==> src/rtl/sysctl_pkg.sv <==
// constants, state encoding and register map of the reset, wakeup and clock divider block
package sysctl_pkg;

  localparam logic [31:0] RATIO_ADDR = 32'he01fc100;
  localparam logic [31:0] CAUSE_ADDR = 32'he01fc180;

  localparam int POR_BIT = 0;
  localparam int EXT_BIT = 1;
  localparam int WDT_BIT = 2;
  localparam int BOD_BIT = 3;
  localparam int FLAG_W  = 4;

  localparam logic [FLAG_W-1:0] CAUSE_RESET = 4'h1;
  localparam logic [1:0]        RATIO_RESET = 2'h0;

  localparam logic [1:0] RATIO_QUARTER  = 2'h0;
  localparam logic [1:0] RATIO_FULL     = 2'h1;
  localparam logic [1:0] RATIO_HALF     = 2'h2;
  localparam logic [1:0] RATIO_RESERVED = 2'h3;

  // sync vector layout
  localparam int SYN_EXT_N   = 0;
  localparam int SYN_BOD_IRQ = 1;
  localparam int SYN_BOD_RST = 2;
  localparam int SYN_OSC     = 3;
  localparam int SYN_PINS    = 4;
  // idle levels of the control stages: reset pin high, the rest low
  localparam logic [SYN_PINS-1:0] SYNC_CTRL_IDLE = 4'h1;

  localparam int WAKE_CLOCKS = 4096;
  localparam int WAKE_CNT_W  = 13;

  typedef enum logic [2:0] {
    ST_HOLD,
    ST_WAIT_OSC,
    ST_COUNT,
    ST_INIT,
    ST_WAIT_PIN,
    ST_RUN,
    ST_SLEEP
  } wake_state_t;

endpackage : sysctl_pkg

==> src/rtl/reset_wakeup_clock_divider.sv <==
// reset cause flags, wakeup timer, peripheral clock enable and brown-out request
module reset_wakeup_clock_divider #(
  parameter int CHANNELS    = 4,
  parameter int PINS_PER_CH = 2,
  parameter int WAKE_CLOCKS = sysctl_pkg::WAKE_CLOCKS
) (
  input  wire logic                              clk,
  input  wire logic                              reset_n,
  input  wire logic                              ext_reset_pin_n,
  input  wire logic                              brownout_below_2v9,
  input  wire logic                              brownout_below_2v6,
  input  wire logic                              osc_detected,
  input  wire logic [CHANNELS*PINS_PER_CH-1:0]   ext_irq_pins,
  input  wire logic [CHANNELS-1:0]               ext_irq_level_mode,
  input  wire logic [CHANNELS-1:0]               ext_irq_polarity,
  input  wire logic [CHANNELS-1:0]               ext_irq_wake_enable,
  input  wire logic [CHANNELS-1:0]               ext_irq_clear,
  input  wire logic                              brownout_wake_enable,
  input  wire logic                              watchdog_timeout,
  input  wire logic                              watchdog_reset_enable,
  input  wire logic                              power_down_request,
  input  wire logic                              idle_mode,
  input  wire logic                              pll_running,
  input  wire logic                              init_done,
  input  wire logic [31:0]                       reg_addr,
  input  wire logic                              reg_write,
  input  wire logic                              reg_read,
  input  wire logic [7:0]                        reg_wdata,
  output logic [7:0]                             reg_rdata,
  output logic                                   cpu_release,
  output logic                                   chip_reset_hold,
  output logic                                   init_start,
  output logic                                   peripheral_clock_enable,
  output logic                                   pll_keep_on,
  output logic                                   brownout_irq,
  output logic [CHANNELS-1:0]                    ext_irq_req,
  output logic [sysctl_pkg::FLAG_W-1:0]          reset_cause_flags
);
  import sysctl_pkg::*;

  localparam int NSYNC = SYN_PINS + CHANNELS * PINS_PER_CH;
  localparam logic [WAKE_CNT_W-1:0] WAKE_LAST = WAKE_CNT_W'(WAKE_CLOCKS - 1);
  // stages start at idle so power-on alone never looks like a pin reset;
  // pins idle high, so an active-high level channel may flag once after reset
  localparam logic [NSYNC-1:0] SYNC_IDLE = {{(CHANNELS * PINS_PER_CH){1'b1}}, SYNC_CTRL_IDLE};

  typedef struct packed {
    logic [NSYNC-1:0]      s1;
    logic [NSYNC-1:0]      s2;
    logic [NSYNC-1:0]      s3;
    logic [NSYNC-1:0]      filt;
    logic [FLAG_W-1:0]     flags;
    logic [1:0]            ratio;
    logic [1:0]            active_ratio;
    logic [1:0]            div_cnt;
    logic                  pclk_en;
    wake_state_t           state;
    logic [WAKE_CNT_W-1:0] cnt;
    logic [CHANNELS-1:0]   irq_flags;
    logic [CHANNELS-1:0]   irq_req;
    logic                  bod_irq;
    logic                  release_cpu;
    logic                  init_go;
    logic                  reset_hold;
    logic                  pll_keep;
    logic                  prev_idle;
    logic [7:0]            rdata;
  } state_t;

  state_t s;
  state_t next_s;

  // period of 4, 1 or 2 clocks
  // last count of one peripheral period for a ratio code
  function automatic logic [1:0] period_last(input logic [1:0] code);
    unique case (code)
      RATIO_FULL: period_last = 2'h0;
      RATIO_HALF: period_last = 2'h1;
      default:    period_last = 2'h3;
    endcase
  endfunction : period_last

  // pin level active for the chosen polarity
  function automatic logic pin_active(input logic level, input logic pol);
    pin_active = (level == pol);
  endfunction : pin_active

  logic                ext_active;
  logic                bod_rst;
  logic                wdt_event;
  logic                any_reset;
  logic                wake_event;
  logic                ratio_wr;
  logic                cause_wr;
  logic [CHANNELS-1:0] chan_now;
  logic [CHANNELS-1:0] chan_before;
  logic [CHANNELS-1:0] chan_event;

  always_comb begin
    next_s = s;

    // three stage sampling, value taken once stages two and three agree
    next_s.s1 = {ext_irq_pins, osc_detected, brownout_below_2v6,
                 brownout_below_2v9, ext_reset_pin_n};
    next_s.s2 = s.s1;
    next_s.s3 = s.s2;
    for (int i = 0; i < NSYNC; i++) begin
      if (s.s2[i] == s.s3[i]) begin
        next_s.filt[i] = s.s3[i];
      end
    end

    ext_active = ~s.filt[SYN_EXT_N];
    bod_rst    = s.filt[SYN_BOD_RST];
    wdt_event  = watchdog_timeout & watchdog_reset_enable;
    any_reset  = ext_active | bod_rst | wdt_event;
    ratio_wr   = reg_write && (reg_addr == RATIO_ADDR);
    cause_wr   = reg_write && (reg_addr == CAUSE_ADDR);

    // level mode ORs the pins, edge mode watches the first pin
    for (int c = 0; c < CHANNELS; c++) begin
      chan_now[c]    = 1'b0;
      chan_before[c] = pin_active(s.filt[SYN_PINS + c * PINS_PER_CH],
                                  ext_irq_polarity[c]);
      if (ext_irq_level_mode[c]) begin
        for (int p = 0; p < PINS_PER_CH; p++) begin
          chan_now[c] = chan_now[c] |
                        pin_active(s.filt[SYN_PINS + c * PINS_PER_CH + p],
                                   ext_irq_polarity[c]);
        end
        chan_event[c] = chan_now[c];
      end else begin
        chan_now[c]   = pin_active(next_s.filt[SYN_PINS + c * PINS_PER_CH],
                                   ext_irq_polarity[c]);
        chan_event[c] = chan_now[c] & ~chan_before[c];
      end
    end

    // enabled channel event or brown-out wakes from power down
    wake_event = |(chan_event & ext_irq_wake_enable) |
                 (brownout_wake_enable & s.filt[SYN_BOD_IRQ]);

    // flag set wins over software clear
    next_s.irq_flags = (s.irq_flags & ~ext_irq_clear) | chan_event;

    if (cause_wr) begin
      next_s.flags = s.flags & ~reg_wdata[FLAG_W-1:0];
    end
    // external pin flag, clears watchdog flag
    if (ext_active) begin
      next_s.flags[WDT_BIT] = 1'b0;
      next_s.flags[EXT_BIT] = 1'b1;
    end
    if (bod_rst) begin
      next_s.flags[WDT_BIT] = 1'b0;
      next_s.flags[BOD_BIT] = 1'b1;
    end
    // watchdog flag only with reset enabled
    if (wdt_event) begin
      next_s.flags[WDT_BIT] = 1'b1;
    end

    // reserved code keeps the previous ratio
    if (ratio_wr && (reg_wdata[1:0] != RATIO_RESERVED)) begin
      next_s.ratio = reg_wdata[1:0];
    end

    // new ratio taken only at a period boundary
    if (s.div_cnt == period_last(s.active_ratio)) begin
      next_s.div_cnt      = 2'h0;
      next_s.active_ratio = s.ratio;
      next_s.pclk_en      = 1'b1;
    end else begin
      next_s.div_cnt = s.div_cnt + 2'h1;
      next_s.pclk_en = 1'b0;
    end

    // latch PLL state at idle entry
    next_s.prev_idle = idle_mode;
    if (idle_mode && s.prev_idle) begin
      next_s.pll_keep = s.pll_keep;
    end else begin
      next_s.pll_keep = pll_running;
    end

    // any reset restarts the wakeup sequence
    if (any_reset) begin
      next_s.state = ST_HOLD;
      next_s.cnt   = '0;
    end else begin
      unique case (s.state)
        ST_HOLD: begin
          next_s.state = ST_WAIT_OSC;
        end
        ST_WAIT_OSC: begin
          next_s.cnt = '0;
          if (s.filt[SYN_OSC]) begin
            next_s.state = ST_COUNT;
          end
        end
        ST_COUNT: begin
          if (s.cnt == WAKE_LAST) begin
            next_s.state = ST_INIT;
          end else begin
            next_s.cnt = s.cnt + WAKE_CNT_W'(1);
          end
        end
        ST_INIT: begin
          if (init_done) begin
            next_s.state = ST_WAIT_PIN;
          end
        end
        ST_WAIT_PIN: begin
          if (!ext_active) begin
            next_s.state = ST_RUN;
          end
        end
        ST_RUN: begin
          if (power_down_request) begin
            next_s.state = ST_SLEEP;
          end
        end
        // power-down exit runs the timer again
        ST_SLEEP: begin
          if (wake_event) begin
            next_s.state = ST_WAIT_OSC;
          end
        end
        // unused encoding falls back to a full restart
        default: begin
          next_s.state = ST_HOLD;
        end
      endcase
    end

    next_s.release_cpu = (next_s.state == ST_RUN);
    next_s.init_go     = (next_s.state == ST_INIT);
    next_s.reset_hold  = any_reset | (next_s.state == ST_HOLD);

    // interrupts reach the controller only once running
    next_s.irq_req = next_s.release_cpu ? next_s.irq_flags : '0;
    // raw request while supply under the first threshold
    // a transient gone before release leaves no request
    next_s.bod_irq = next_s.release_cpu & s.filt[SYN_BOD_IRQ];

    next_s.rdata = 8'h00;
    if (reg_read) begin
      if (reg_addr == RATIO_ADDR) begin
        next_s.rdata = {6'h00, s.ratio};
      end else if (reg_addr == CAUSE_ADDR) begin
        next_s.rdata = {4'h0, s.flags};
      end
    end
  end

  always_ff @(posedge clk or negedge reset_n) begin
    if (!reset_n) begin
      s              <= '0;
      s.s1           <= SYNC_IDLE;
      s.s2           <= SYNC_IDLE;
      s.s3           <= SYNC_IDLE;
      s.filt         <= SYNC_IDLE;
      s.state        <= ST_HOLD;
      // power-on leaves only its own flag
      s.flags        <= CAUSE_RESET;
      s.ratio        <= RATIO_RESET;
      s.active_ratio <= RATIO_RESET;
      s.reset_hold   <= 1'b1;
    end else begin
      // sources still active after release set flags above
      s <= next_s;
    end
  end

  assign reg_rdata               = s.rdata;
  assign cpu_release             = s.release_cpu;
  assign chip_reset_hold         = s.reset_hold;
  assign init_start              = s.init_go;
  assign peripheral_clock_enable = s.pclk_en;
  assign pll_keep_on             = s.pll_keep;
  assign brownout_irq            = s.bod_irq;
  assign ext_irq_req             = s.irq_req;
  assign reset_cause_flags       = s.flags;

endmodule : reset_wakeup_clock_divider

==> config.mk <==
export PLATFORM = sky130hd
export DESIGN_NAME = reset_wakeup_clock_divider
export DESIGN_NICKNAME = d
export VERILOG_FILES = /design/src/rtl/sysctl_pkg.sv /design/src/rtl/reset_wakeup_clock_divider.sv
export SDC_FILE = /design/constraint.sdc
export NUM_CORES = 1
export LEC_CHECK = 0
export BUFFER_PORTS_ARGS = -buffer_cell sky130_fd_sc_hd__buf_2
export CAP_MARGIN = 25
export CORE_MARGIN = 5
export CORE_UTILIZATION = 50
export DETAILED_ROUTE_END_ITERATION = 8
export MAX_ROUTING_LAYER = met4
export PLACE_DENSITY = 0.76
export SLEW_MARGIN = 5
export SYNTH_ARGS = -nofsm -noshare
export SYNTH_HDL_FRONTEND = slang
export SYNTH_SLANG_ARGS = --single-unit
==> constraint.sdc <==
create_clock -name clk -period 2.4 [get_ports clk]
set_input_delay 0.24 -clock clk [delete_from_list [all_inputs] [get_ports clk]]
set_output_delay 0.24 -clock clk [all_outputs]
set_load 0.02 [all_outputs]
==> metrics.md, run 1 <==
| Metric | Value |
|---|---|
| Bufs on Longest Clock Path | `2` |
| Post-synth top area share | `a little over a third` |
| Hold Crit Depth | `2` |
| Std-Cell Rows | `32` |
| Detailed Routing Iterations Pass 1 | `4` |
| Post-cts resize count | `0` |
| RSZ-0062 raised after global routing | `no` |
| P_sw | `roughly 0.69 mW` |
| Pint | `~2.5 mW` |
| DIE AREA | `between 9000 and 10000 sq um` |
| Top cells by area, synth | `dfrtp_1, dfstp_2, maj3_1` |
| Share of power burned in the clock network | `about 37%` |
| Count of pins over their slew limit | `0` |
| Worst-case vdd ir drop | `404.3 uV` |
| Worst reg2reg endpoint | `ext_irq_req[2]$_DFF_PN0_` |
| Worst EP arrival | `between 2000 and 2500 ps` |
| Outcome | `completed` |
| Mapped Avg Cell Area | `between 10 and 15 sq um` |
| Drt drc | `0` |
| Vias per inst | `around 5.1` |
| Tot GR Track Use | `16.98%` |
| Root Driver | `clkbuf_8` |
| Register area | `between 2000 and 2500 sq um` |
| Port buffer count | `92` |
| Core Area | `approximately 7600 sq um` |
| Fin crit share | `between 80% and 90%` |
| Worst-margin pin slew | `a little over 600 ps` |
| Filler cell count | `between 600 and 700` |
| Final Cell Area | `about 4700 sq um` |
| Initial antenna violation count | `0` |
| WL final | `between 7000 and 8000 um` |
| Number of buffers created by CTS | `9` |
| HPWL after DPL | `about 5400 um` |
| Final Wtd Congestion | `0.8227` |
| Post-synth EDFFs | `0` |
| Wire per inst | `about 14 um` |
| Commonest cells in the netlist | `dfrtp_1, dfstp_2, nand2_1, o21ai_0, nor2_1` |
| Ports | `a little over 100` |
| Setup_tns | `0 ps` |
| Vias in the first global route | `about 2800` |
| Reg2reg path depth | `6` |
| Yosys warnings | `0` |
| H-tree depth | `3` |
| Hold Path End | `reset_cause_flags[0]$_DFFE_PN1P_` |
| CP Capture Type | `flip-flop` |
| Main flop type after synthesis | `dfrtp_1` |
| Clock Sinks | `93` |
| Worst R2R Setup Slack | `480 ps` |
| Critical path class | `flip-flop to flip-flop` |
| Sequential area share after synthesis | `around three fifths` |
| Multi-input gate area in the final layout | `between 1000 and 1500 sq um` |
| Critical Path RT | `approximately 2700 ps` |
| Final hold viol count | `0` |
| Grt ovf | `0` |
| Crit Path Max Fanout | `5` |
| First-pass GRT wire length | `about 13000 um` |
| Post-DP Area | `4355 sq um` |
| Clk Latency, worst-skew pair | `between 300 and 400 ps` |
| Antenna violation net count after detailed routing | `0` |
| Min-delay worst type | `input pin to flip-flop` |
| Pin count of the biggest net entering global routing | `48` |
| Max-Cap Viols | `0` |
| Vias | `about 2700` |
| CP startpoint kind | `flip-flop` |
| Yosys top cell by area | `dfrtp_1` |
| Synth Cell Area | `roughly 3800 sq um` |
| Slew margin rel. | `59.80%` |
| Worst Skew | `roughly 10 ps` |
| R2R Path Start | `s[49]$_DFFE_PN1N_` |
| Fin nets | `just over 500` |
| Initial Util | `between 50% and 60%` |
| Sw Share | `21.92%` |
| Distinct cells, synth | `54` |
| Clock transition at the registers of the reported paths | `roughly 80 ps` |
| Async set-reset flop share out of synthesis | `between 90% and 100%` |
| Min Tclk post-route | `between 1500 and 2000 ps` |
| Hold slack | `~54 ps` |
| Comb pwr share | `8.5%` |
| Diodes inserted | `0` |
| Ratio of cells with drive above 1 in the final layout | `between 30% and 40%` |
| CTS tree | `yes` |
| Synth Register Bits | `93` |
| Hold path start | `reg_wdata[0]` |
| Power Dens Cells | `666.9 nW/um^2` |
| Leakage | `approximately 2.2 nW` |
| Die width | `97.75 um` |
| Area Overhead vs Synth | `23.01%` |
| Sequential Power Share | `a little over half` |
| Highest clock rate | `0.5206 GHz` |
| Final setup vio count | `0` |
| Die height | `between 90 and 100 um` |
| First DRT Iteration DRCs | `69` |
| Top-count cell post-synth | `dfrtp_1` |
| Cells after Synth | `321` |
state kept, by name, summed over array words and instances (netlist names):
register and count:
reg_rdata 4, s 50, cpu_release 1, init_start 1, chip_reset_hold 1, reset_cause_flags 4, bod_rst 1, brownout_irq 1
peripheral_clock_enable 1, next_s 24, pll_keep_on 1, ext_irq_req 4
placed cells by master (no fill, tap or decap), drive strengths merged, types with 8 or more instances in the layout:
cell,synthesis,routed
nor2b,8,8
buf,19,96
clkbuf,1,14
nand2,24,24
nor2,21,21
maj3,12,12
dlygate4sd3,0,14
a21oi,10,10
nand3,8,8
a21o,8,8
o21ai,23,23
dfstp,38,38
dfrtp,55,55
inv,16,16
nor4,8,8
critical path, stage by stage, from the launching register on:
cell and delay [ps]:
dfstp_2 570, and2b_1 250, nand2_1 150, a31oi_1 310, o21ai_1 170, nand2b_1 260, nor2b_1 140
cell type report:
type                    count  share of cell area (%)
inverters                  16                   1.268
clock buffers              14                   4.333
clock inverters             2                  0.7398
repair buffers            110                   13.63
flip-flops and latches     93                   50.15
multi-input cells         195                   27.19
well taps                 102                   2.695
routing by layer:
layer	share of wire (%)	track usage (%)	vias to the layer above
met5	0	-	-
met4	1.4	5.431	0
met3	6.6	5.286	8
met1	44	20.75	1307
li1	-	-	1318
met2	48	27.10	89
power by group through the flow:
stage	Combinational [mW]	Sequential, mW	Clock [mW]
global route	0.300	1.73	1.29
floorplan	0.127	1.73	0
CTS	0.271	1.72	1.21
finish	0.267	1.72	1.17
global placement	0.245	1.74	0
detailed placement	0.253	1.74	0
worst max-delay path by stage:
stage	slack, ps	startpoint	endpoint
2_1_floorplan	720	s[22]$_DFFE_PN0P_	s[27]$_DFFE_PN0P_
3_3_place_gp	540	reg_addr[2]	reset_cause_flags[2]$_DFFE_PN0P_
4_1_cts	500	s[49]$_DFFE_PN1N_	ext_irq_req[2]$_DFF_PN0_
3_5_place_dp	520	next_s[69]$_DFF_PN1_	s[37]$_DFF_PN0_
5_1_grt	240	s[49]$_DFFE_PN1N_	ext_irq_req[2]$_DFF_PN0_
6_report	480	s[49]$_DFFE_PN1N_	ext_irq_req[2]$_DFF_PN0_
what timing repair did:
| action | 4_1_cts | 5_1_grt |
|---|---|---|
| endpoints found under the setup margin | 0 | 0 |
| hold buffers | 14 | 0 |
| endpoints found under the hold margin | 45 | 0 |
| setup buffers | 0 | 0 |
stage by stage:
stage / setup WS, ps / utilization (%) / cells / total power, mW
2_1_floorplan: 716.1 / - / 324 / 1.859
3_3_place_gp: 542.7 / 57.25 / 502 / 1.984
3_5_place_dp: 524.0 / 57.25 / 502 / 1.998
4_1_cts: 495.9 / 62.25 / 532 / 3.197
5_1_grt: 244.6 / 62.25 / 532 / 3.313
6_report: 479.2 / 62.25 / 532 / 3.158
cell families (layout without fill, tap and decap cells):
family / count (synthesis) / in the layout / share of synthesized area, %
simple gates: 102 / 102 / 15.18
flops: 93 / 93 / 61.68
compound gates: 64 / 64 / 11.38
buf+inv: 36 / 142 / 5.167
fa+ha+maj: 14 / 14 / 3.770
xor+xnor: 6 / 6 / 1.365
mux: 5 / 5 / 1.365
other cells: 1 / 4 / 0.09740
(Power assumes the default switching activity.)
==> run 2, diff against run 1 <==
- ABC_AREA: unset -> 1
- PLACE_DENSITY: 0.76 -> 0.75
- clock period: 2.4 -> 1.92 ns (I/O delays scaled with it)
==> run 2 against run 1 <==
Effect of this change:
- critical path depth increased by 5
- highest routed layer unchanged
- critical endpoint is now s[34]$_DFFE_PN0P_
- largest cell class unchanged
- via count increased by 18%
- wire length increased by 7.5%
- register-to-register slack got worse by 330 ps
- synthesized cell count increased by 38%
- hold slack improved by 21 ps
- global-route usage decreased by 0.16 points
==> metrics.md, run 2 <==
| Metric | Value |
|---|---|
| Outcome | `completed` |
| Vias in the first global route | `3119 (+10%)` |
| Mapped Avg Cell Area | `9.353 sq um (-22%)` |
| Top-count cell post-synth | `nand2_1` |
| Sequential area share after synthesis | `57.45% (-4.2 points)` |
| Post-synth EDFFs | `0 (unchanged)` |
| Multi-input gate area in the final layout | `1395 sq um (+8.4%)` |
| Final Cell Area | `5030 sq um (+6.2%)` |
| Mux contribution to synthesized area | `0% (-1.4 points)` |
| Sequential Power Share | `56.1% (+1.8 points)` |
| Worst EP arrival | `2050 ps (-150 ps)` |
| Ratio of cells with drive above 1 in the final layout | `31.71% (-6.0 points)` |
| Initial antenna violation count | `0 (unchanged)` |
| Final setup vio count | `0 (unchanged)` |
| Post-synthesis adder-cell area fraction | `2.542% (-1.2 points)` |
| Vias | `3199 (+18%)` |
| Simple-Gate Fraction of Synth Area | `22.91% (+7.7 points)` |
| Critical path class | `flip-flop to flip-flop` |
| Highest clock rate | `0.5659 GHz (+8.7%)` |
| Area Overhead vs Synth | `21.67%` |
| Commonest non-fill, non-tap cell in the layout | `buf_2` |
| Sw Share | `24.74% (+2.8 points)` |
| First DRT Iteration DRCs | `118 (+71%)` |
| Post-layout worst setup margin | `152.8 ps (-326.4 ps)` |
| Count of pins over their slew limit | `0 (unchanged)` |
| XOR/XNOR Fraction of Synth Area | `1.059% (-0.31 points)` |
| Max reg flops | `50 (unchanged)` |
| Root Driver | `clkbuf_8` |
| Clock transition at the registers of the reported paths | `90 ps (about the same)` |
| Crit Path Max Fanout | `5 (unchanged)` |
| Final hold viol count | `0 (unchanged)` |
| Min Tclk post-route | `1767 ps (-153.6 ps)` |
| Setup_tns | `0 ps (unchanged)` |
| CTS tree | `yes` |
| Post-DP Area | `4636 sq um (+6.4%)` |
| Worst-case vdd ir drop | `389.9 uV (-3.6%)` |
| Core Area | `8134 sq um (+6.9%)` |
| Drt drc | `0 (unchanged)` |
| Ports | `101 (unchanged)` |
| Filler cell count | `668 (+6.2%)` |
| Detailed Routing Iterations Pass 1 | `5 (+1)` |
| Async set-reset flop share out of synthesis | `100.0% (unchanged)` |
| Most frequent cells in the layout | `buf_2, nand2_1, inv_1, dfrtp_1, nor2_1` |
| Die height | `100.9 um (+3.3%)` |
| Number of buffers created by CTS | `9 (unchanged)` |
| Leakage | `2.469 nW (+13%)` |
| Cells after Synth | `442 (+38%)` |
| Synth Cell Area | `4134 sq um (+7.4%)` |
| Vias per inst | `4.847 (-5.3%)` |
| Max-Cap Viols | `0 (unchanged)` |
| CP Capture Type | `flip-flop` |
| Compound-Gate Fraction of Synth Area | `6.144% (-5.2 points)` |
| Critical Path RT | `2210 ps (-470 ps)` |
| Initial Util | `50.82% (+0.21 points)` |
| P_sw | `0.9438 mW (+36%)` |
| Port buffer count | `92 (unchanged)` |
| Fin nets | `631 (+25%)` |
| Std-Cell Rows | `33 (+3.1%)` |
| Antenna violation net count after detailed routing | `0 (unchanged)` |
| Clk Latency, worst-skew pair | `350 ps (about the same)` |
| HPWL after DPL | `5991 um (+11%)` |
| Grt ovf | `0 (unchanged)` |
| Pint | `2.870 mW (+16%)` |
| Distinct cells, synth | `39 (-28%)` |
| H-tree depth | `3 (unchanged)` |
| Main flop type after synthesis | `dfrtp_1` |
| Diodes inserted | `0 (unchanged)` |
| Top cells by area, synth | `dfrtp_1, dfstp_2, nand2_1` |
| Yosys top cell by area | `dfrtp_1` |
| Pin count of the biggest net entering global routing | `55 (+15%)` |
| Wire per inst | `11.97 um (-13%)` |
| Commonest cells in the netlist | `nand2_1, inv_1, dfrtp_1, nor2_1, dfstp_2` |
| Die width | `100.9 um (+3.3%)` |
| Place WS | `165.4 ps (-358.6 ps)` |
| Bufs on Longest Clock Path | `2 (unchanged)` |
| Synth Register Bits | `93 (unchanged)` |
| Clock Sinks | `93 (unchanged)` |
| Final Wtd Congestion | `0.8663 (+5.3%)` |
| Comb pwr share | `10.5% (+2.0 points)` |
| WL final | `7903 um (+7.5%)` |
| Final Util | `61.84% (-0.42 points)` |
| Fin crit share | `92.04% (+12 points)` |
| DIE AREA | `10190 sq um (+6.6%)` |
| Worst Skew | `5.811 ps (-4.202 ps)` |
| Tot GR Track Use | `16.82% (-0.16 points)` |
| Share of power burned in the clock network | `33.4% (-3.8 points)` |
| Yosys warnings | `0 (unchanged)` |
| Hold slack | `74.67 ps (+21.10 ps)` |
| CP startpoint kind | `flip-flop` |
| Top reg by flops | `s` |
| Power Dens Cells | `758.3 nW/um^2 (+14%)` |
| RSZ-0062 raised after global routing | `no` |
| First-pass GRT wire length | `13210 um (+3.7%)` |
| Post-synth top area share | `33.29% (-2.5 points)` |
| Largest family of logic cells by synthesized area | `simple AND/OR/NAND/NOR gates` |
| Register area | `2375 sq um (unchanged)` |
| Min-delay worst type | `input pin to flip-flop` |
[run 2: path summary, 6_finish.rpt]
path	start	to	slack, ps	cells past startpoint
setup reg to reg	s[22]$_DFFE_PN0P_	s[34]$_DFFE_PN0P_	150	11
hold / removal	reg_read	reg_rdata[1]$_DFF_PN0_	70	3
max in group asynchronous	reset_n	next_s[73]$_DFF_PN1_	900	3
min in group asynchronous	reset_n	s[20]$_DFF_PN0_	340	2
hold reg to reg	next_s[74]$_DFF_PN0_	next_s[62]$_DFF_PN0_	350	0
setup / recovery	s[22]$_DFFE_PN0P_	s[34]$_DFFE_PN0P_	150	11
[run 2: worst max-delay path, stage by stage (launching register included)]
cell and delay [ps]:
dfrtp_1 410, ha_4 160, inv_1 70, nor3_4 220
nand2_1 80, nor2_1 100, nand3_1 90, nand2_2 130
buf_6 130, nor2_4 40, o21bai_1 170, a21oi_2 100
[run 2: area by class of cell]
| class | instances | share of cell area, % |
|---|---|---|
| Clock buffer | 10 | 2.537 |
| Clock inverter | 6 | 1.393 |
| Inverter | 71 | 5.348 |
| Multi-Input combinational cell | 263 | 27.74 |
| Sequential cell | 93 | 47.21 |
| Tap cell | 105 | 2.612 |
| Timing Repair Buffer | 112 | 13.16 |
[run 2: layer usage]
metal	GRT usage (%)	wire, um	vias up	share of wire [%]
li1	-	-	1625	-
met1	19.37	3354	1488	42
met2	27.90	3943	70	50
met3	4.567	472	16	6.0
met4	6.748	132	0	1.7
met5	-	0	-	0
[run 2: cells by family (layout without fill, tap and decap cells)]
kind of cell | count (synthesis) | in the layout
flip-flops | 93 | 93
other | 1 | 4
AO/OA/AOI/OAI | 44 | 44
adder cells (fa/ha/maj) | 10 | 10
buffers and inverters | 89 | 199
AND/OR/NAND/NOR | 200 | 200
XOR/XNOR | 5 | 5
[run 2: stage by stage]
step | std cells | power, mW
after floorplan | 445 | 2.369
after global placement | 627 | 2.524
after detailed placement | 627 | 2.542
after CTS | 657 | 3.859
after global routing | 660 | 4.024
final | 660 | 3.814
[run 2: repair_timing]
item / CTS / global route
hold endpoints to repair: 32 / 0
setup endpoints to repair: 0 / 12
setup buffers: 0 / 2
hold buffers: 14 / 0
gates resized for setup: 0 / 9
[run 2: power groups by stage]
stage / logic [mW] / clock network (mW) / registers (mW)
detailed placement: 0.366 / 0 / 2.18
global placement: 0.353 / 0 / 2.17
finish: 0.402 / 1.27 / 2.14
global route: 0.462 / 1.41 / 2.15
CTS: 0.390 / 1.33 / 2.14
floorplan: 0.203 / 0 / 2.17
==> run 3, diff against run 2 <==
- MAX_ROUTING_LAYER: met4 -> unset
==> run 3 against run 2 <==
Effect of this change:
- die area is the same
- clock skew is essentially flat
- cell count is 0.15% lower
- sequential cell count stayed put
- critical endpoint unchanged
- wire length is 0.10% higher
- register-to-register slack about the same
==> metrics.md, run 3 (synthesis results as in run 2) <==
| Metric | Value |
|---|---|
| Power Dens Cells | `760.0 nW/um^2 (+0.22%)` |
| WL final | `7911 um (+0.10%)` |
| Initial Util | `50.82% (unchanged)` |
| Ports | `101 (unchanged)` |
| First-pass GRT wire length | `13220 um (about the same)` |
| Vias | `3178 (-0.66%)` |
| DIE AREA | `10190 sq um (unchanged)` |
| Pin count of the biggest net entering global routing | `55 (unchanged)` |
| Crit Path Max Fanout | `10 (+5)` |
| Worst EP arrival | `2060 ps (about the same)` |
| Setup_tns | `0 ps (unchanged)` |
| Leakage | `2.463 nW (-0.24%)` |
| Std-Cell Rows | `33 (unchanged)` |
| Drt drc | `0 (unchanged)` |
| Hold slack | `72.32 ps (-2.355 ps)` |
| Max reg flops | `50 (unchanged)` |
| CTS tree | `yes` |
| Outcome | `completed` |
| Tot GR Track Use | `16.36% (-0.45 points)` |
| Min-delay worst type | `input pin to flip-flop` |
| Placed Cells | `627 (unchanged)` |
| Worst Skew | `5.697 ps (-0.1149 ps)` |
| Diodes inserted | `0 (unchanged)` |
| Worst setup startpoint | `s[22]$_DFFE_PN0P_` |
| CP Buf/Inv Count | `2 (unchanged)` |
| First DRT Iteration DRCs | `116 (-1.7%)` |
| HPWL after DPL | `5991 um (unchanged)` |
| Initial antenna violation count | `0 (unchanged)` |
| Final hold viol count | `0 (unchanged)` |
| Crit path depth | `11 (unchanged)` |
| Reg2reg path depth | `11 (unchanged)` |
| Min Tclk post-route | `1763 ps (-4.559 ps)` |
| Core Area | `8134 sq um (unchanged)` |
| Vias in the first global route | `3120 (+0.032%)` |
| Fin nets | `630 (-0.16%)` |
| Post-DP Area | `4636 sq um (unchanged)` |
| Delay-heaviest family, CP | `simple AND/OR/NAND/NOR gates` |
| Top reg by flops | `s` |
| Commonest non-fill, non-tap cell in the layout | `buf_2` |
| Detailed Routing Iterations Pass 1 | `4 (-1)` |
| Most frequent cells in the layout | `buf_2, nand2_1, inv_1, dfrtp_1, nor2_1` |
| Highest clock rate | `0.5673 GHz (+0.26%)` |
| CP peak stage delay | `410 ps (about the same)` |
| Cell Count, Final, Fillers Out | `659 (-0.15%)` |
| Wire per inst | `12.00 um (+0.25%)` |
| Die width | `100.9 um (unchanged)` |
| CP startpoint kind | `flip-flop` |
| Slowest cell on the critical path | `dfrtp_1` |
| Area Overhead vs Synth | `21.49%` |
| Max-Cap Viols | `0 (unchanged)` |
| Filler cell count | `670 (+0.30%)` |
| Ratio of cells with drive above 1 in the final layout | `31.59% (-0.12 points)` |
| Final Cell Area | `5022 sq um (-0.15%)` |
| Clk Latency, worst-skew pair | `360 ps (about the same)` |
| Worst-case vdd ir drop | `389.9 uV (about the same)` |
| Fin crit share | `91.81% (-0.24 points)` |
| Critical-path cell list | `ha_4 -> inv_1 -> nor3_4 -> nand2_1 -> nor2_1 -> nand3_1 -> nand2_2 -> buf_6 -> nor2_4 -> o21bai_1 -> a21oi_2` |
| Grt ovf | `0 (unchanged)` |
| Count of pins over their slew limit | `0 (unchanged)` |
| Clock transition at the registers of the reported paths | `90 ps (about the same)` |
| Port buffer count | `92 (unchanged)` |
| Final Wtd Congestion | `0.8528 (-1.6%)` |
| Critical Path RT | `2210 ps (about the same)` |
| Hold Crit Depth | `3 (unchanged)` |
| Final Util | `61.74% (-0.092 points)` |
| Clock Sinks | `93 (unchanged)` |
| Hold path start | `reg_read` |
| Critical path class | `flip-flop to flip-flop` |
| H-tree depth | `3 (unchanged)` |
| Antenna violation net count after detailed routing | `0 (unchanged)` |
| Final setup vio count | `0 (unchanged)` |
| RSZ-0062 raised after global routing | `no` |
| Bufs on Longest Clock Path | `2 (unchanged)` |
| Root Driver | `clkbuf_8` |
| R2R Path Start | `s[22]$_DFFE_PN0P_` |
| Number of buffers created by CTS | `9 (unchanged)` |
| Vias per inst | `4.822 (-0.51%)` |
| Die height | `100.9 um (unchanged)` |
| CP Capture Type | `flip-flop` |
==> run 3: cell count changes in the layout (fill, tap and decap cells not counted) <==
cell,change
inv_4,-1
inv_2,+1
buf_2,-1
==> run 3: what timing repair did <==
action | CTS | global route
resized for setup | 0 | 8
hold buffers | 14 | 0
buffers inserted | 0 | 2
setup endpoints to repair | 0 | 12
hold endpoints to repair | 32 | 0
==> run 3: area by class of cell <==
type | count | area (sq um) | share of cell area [%]
Sequential cell | 93 | 2375 | 47.28
Multi-Input combinational cell | 263 | 1395 | 27.78
Timing Repair Buffer | 111 | 656.9 | 13.08
Inverter | 71 | 266.5 | 5.306
Tap cell | 105 | 131.4 | 2.616
Clock buffer | 10 | 127.6 | 2.541
Clock inverter | 6 | 70.07 | 1.395
==> run 3: report_power, final <==
group	switching (mW)	internal (mW)
combinational	0.227	0.172
sequential	0.0545	2.09
clock	0.667	0.611
==> run 3: final timing paths <==
kind / to / slack [ps]
max: s[34]$_DFFE_PN0P_ / 160
max reg2reg: s[34]$_DFFE_PN0P_ / 160
min reg2reg: next_s[62]$_DFF_PN0_ / 350
min: reg_rdata[1]$_DFF_PN0_ / 70
max in group asynchronous: next_s[73]$_DFF_PN1_ / 900
min in group asynchronous: s[20]$_DFF_PN0_ / 340
==> run 3: through the flow <==
step | total power [mW] | worst slack, ps
global placement | 2.524 | 214.7
global route | 4.026 | 0.09992
CTS | 3.859 | 131.5
floorplan | 2.369 | 376.9
detailed placement | 2.542 | 165.4
finish | 3.817 | 157.3
==> run 3: worst reg2reg max path, delay by kind of cell (launching register included) <==
| kind | cells | cell delay (ps) |
|---|---|---|
| buf+inv | 2 | 220 |
| flops | 1 | 410 |
| compound gates | 2 | 270 |
| fa+ha+maj | 1 | 160 |
| simple gates | 6 | 650 |
==> run 3: metal layers <==
metal	up-vias	wire, um	GRT usage [%]
li1	1623	-	-
met4	0	125	5.521
met3	16	513	5.606
met5	-	0	0
met1	1467	3384	19.28
met2	72	3888	27.95
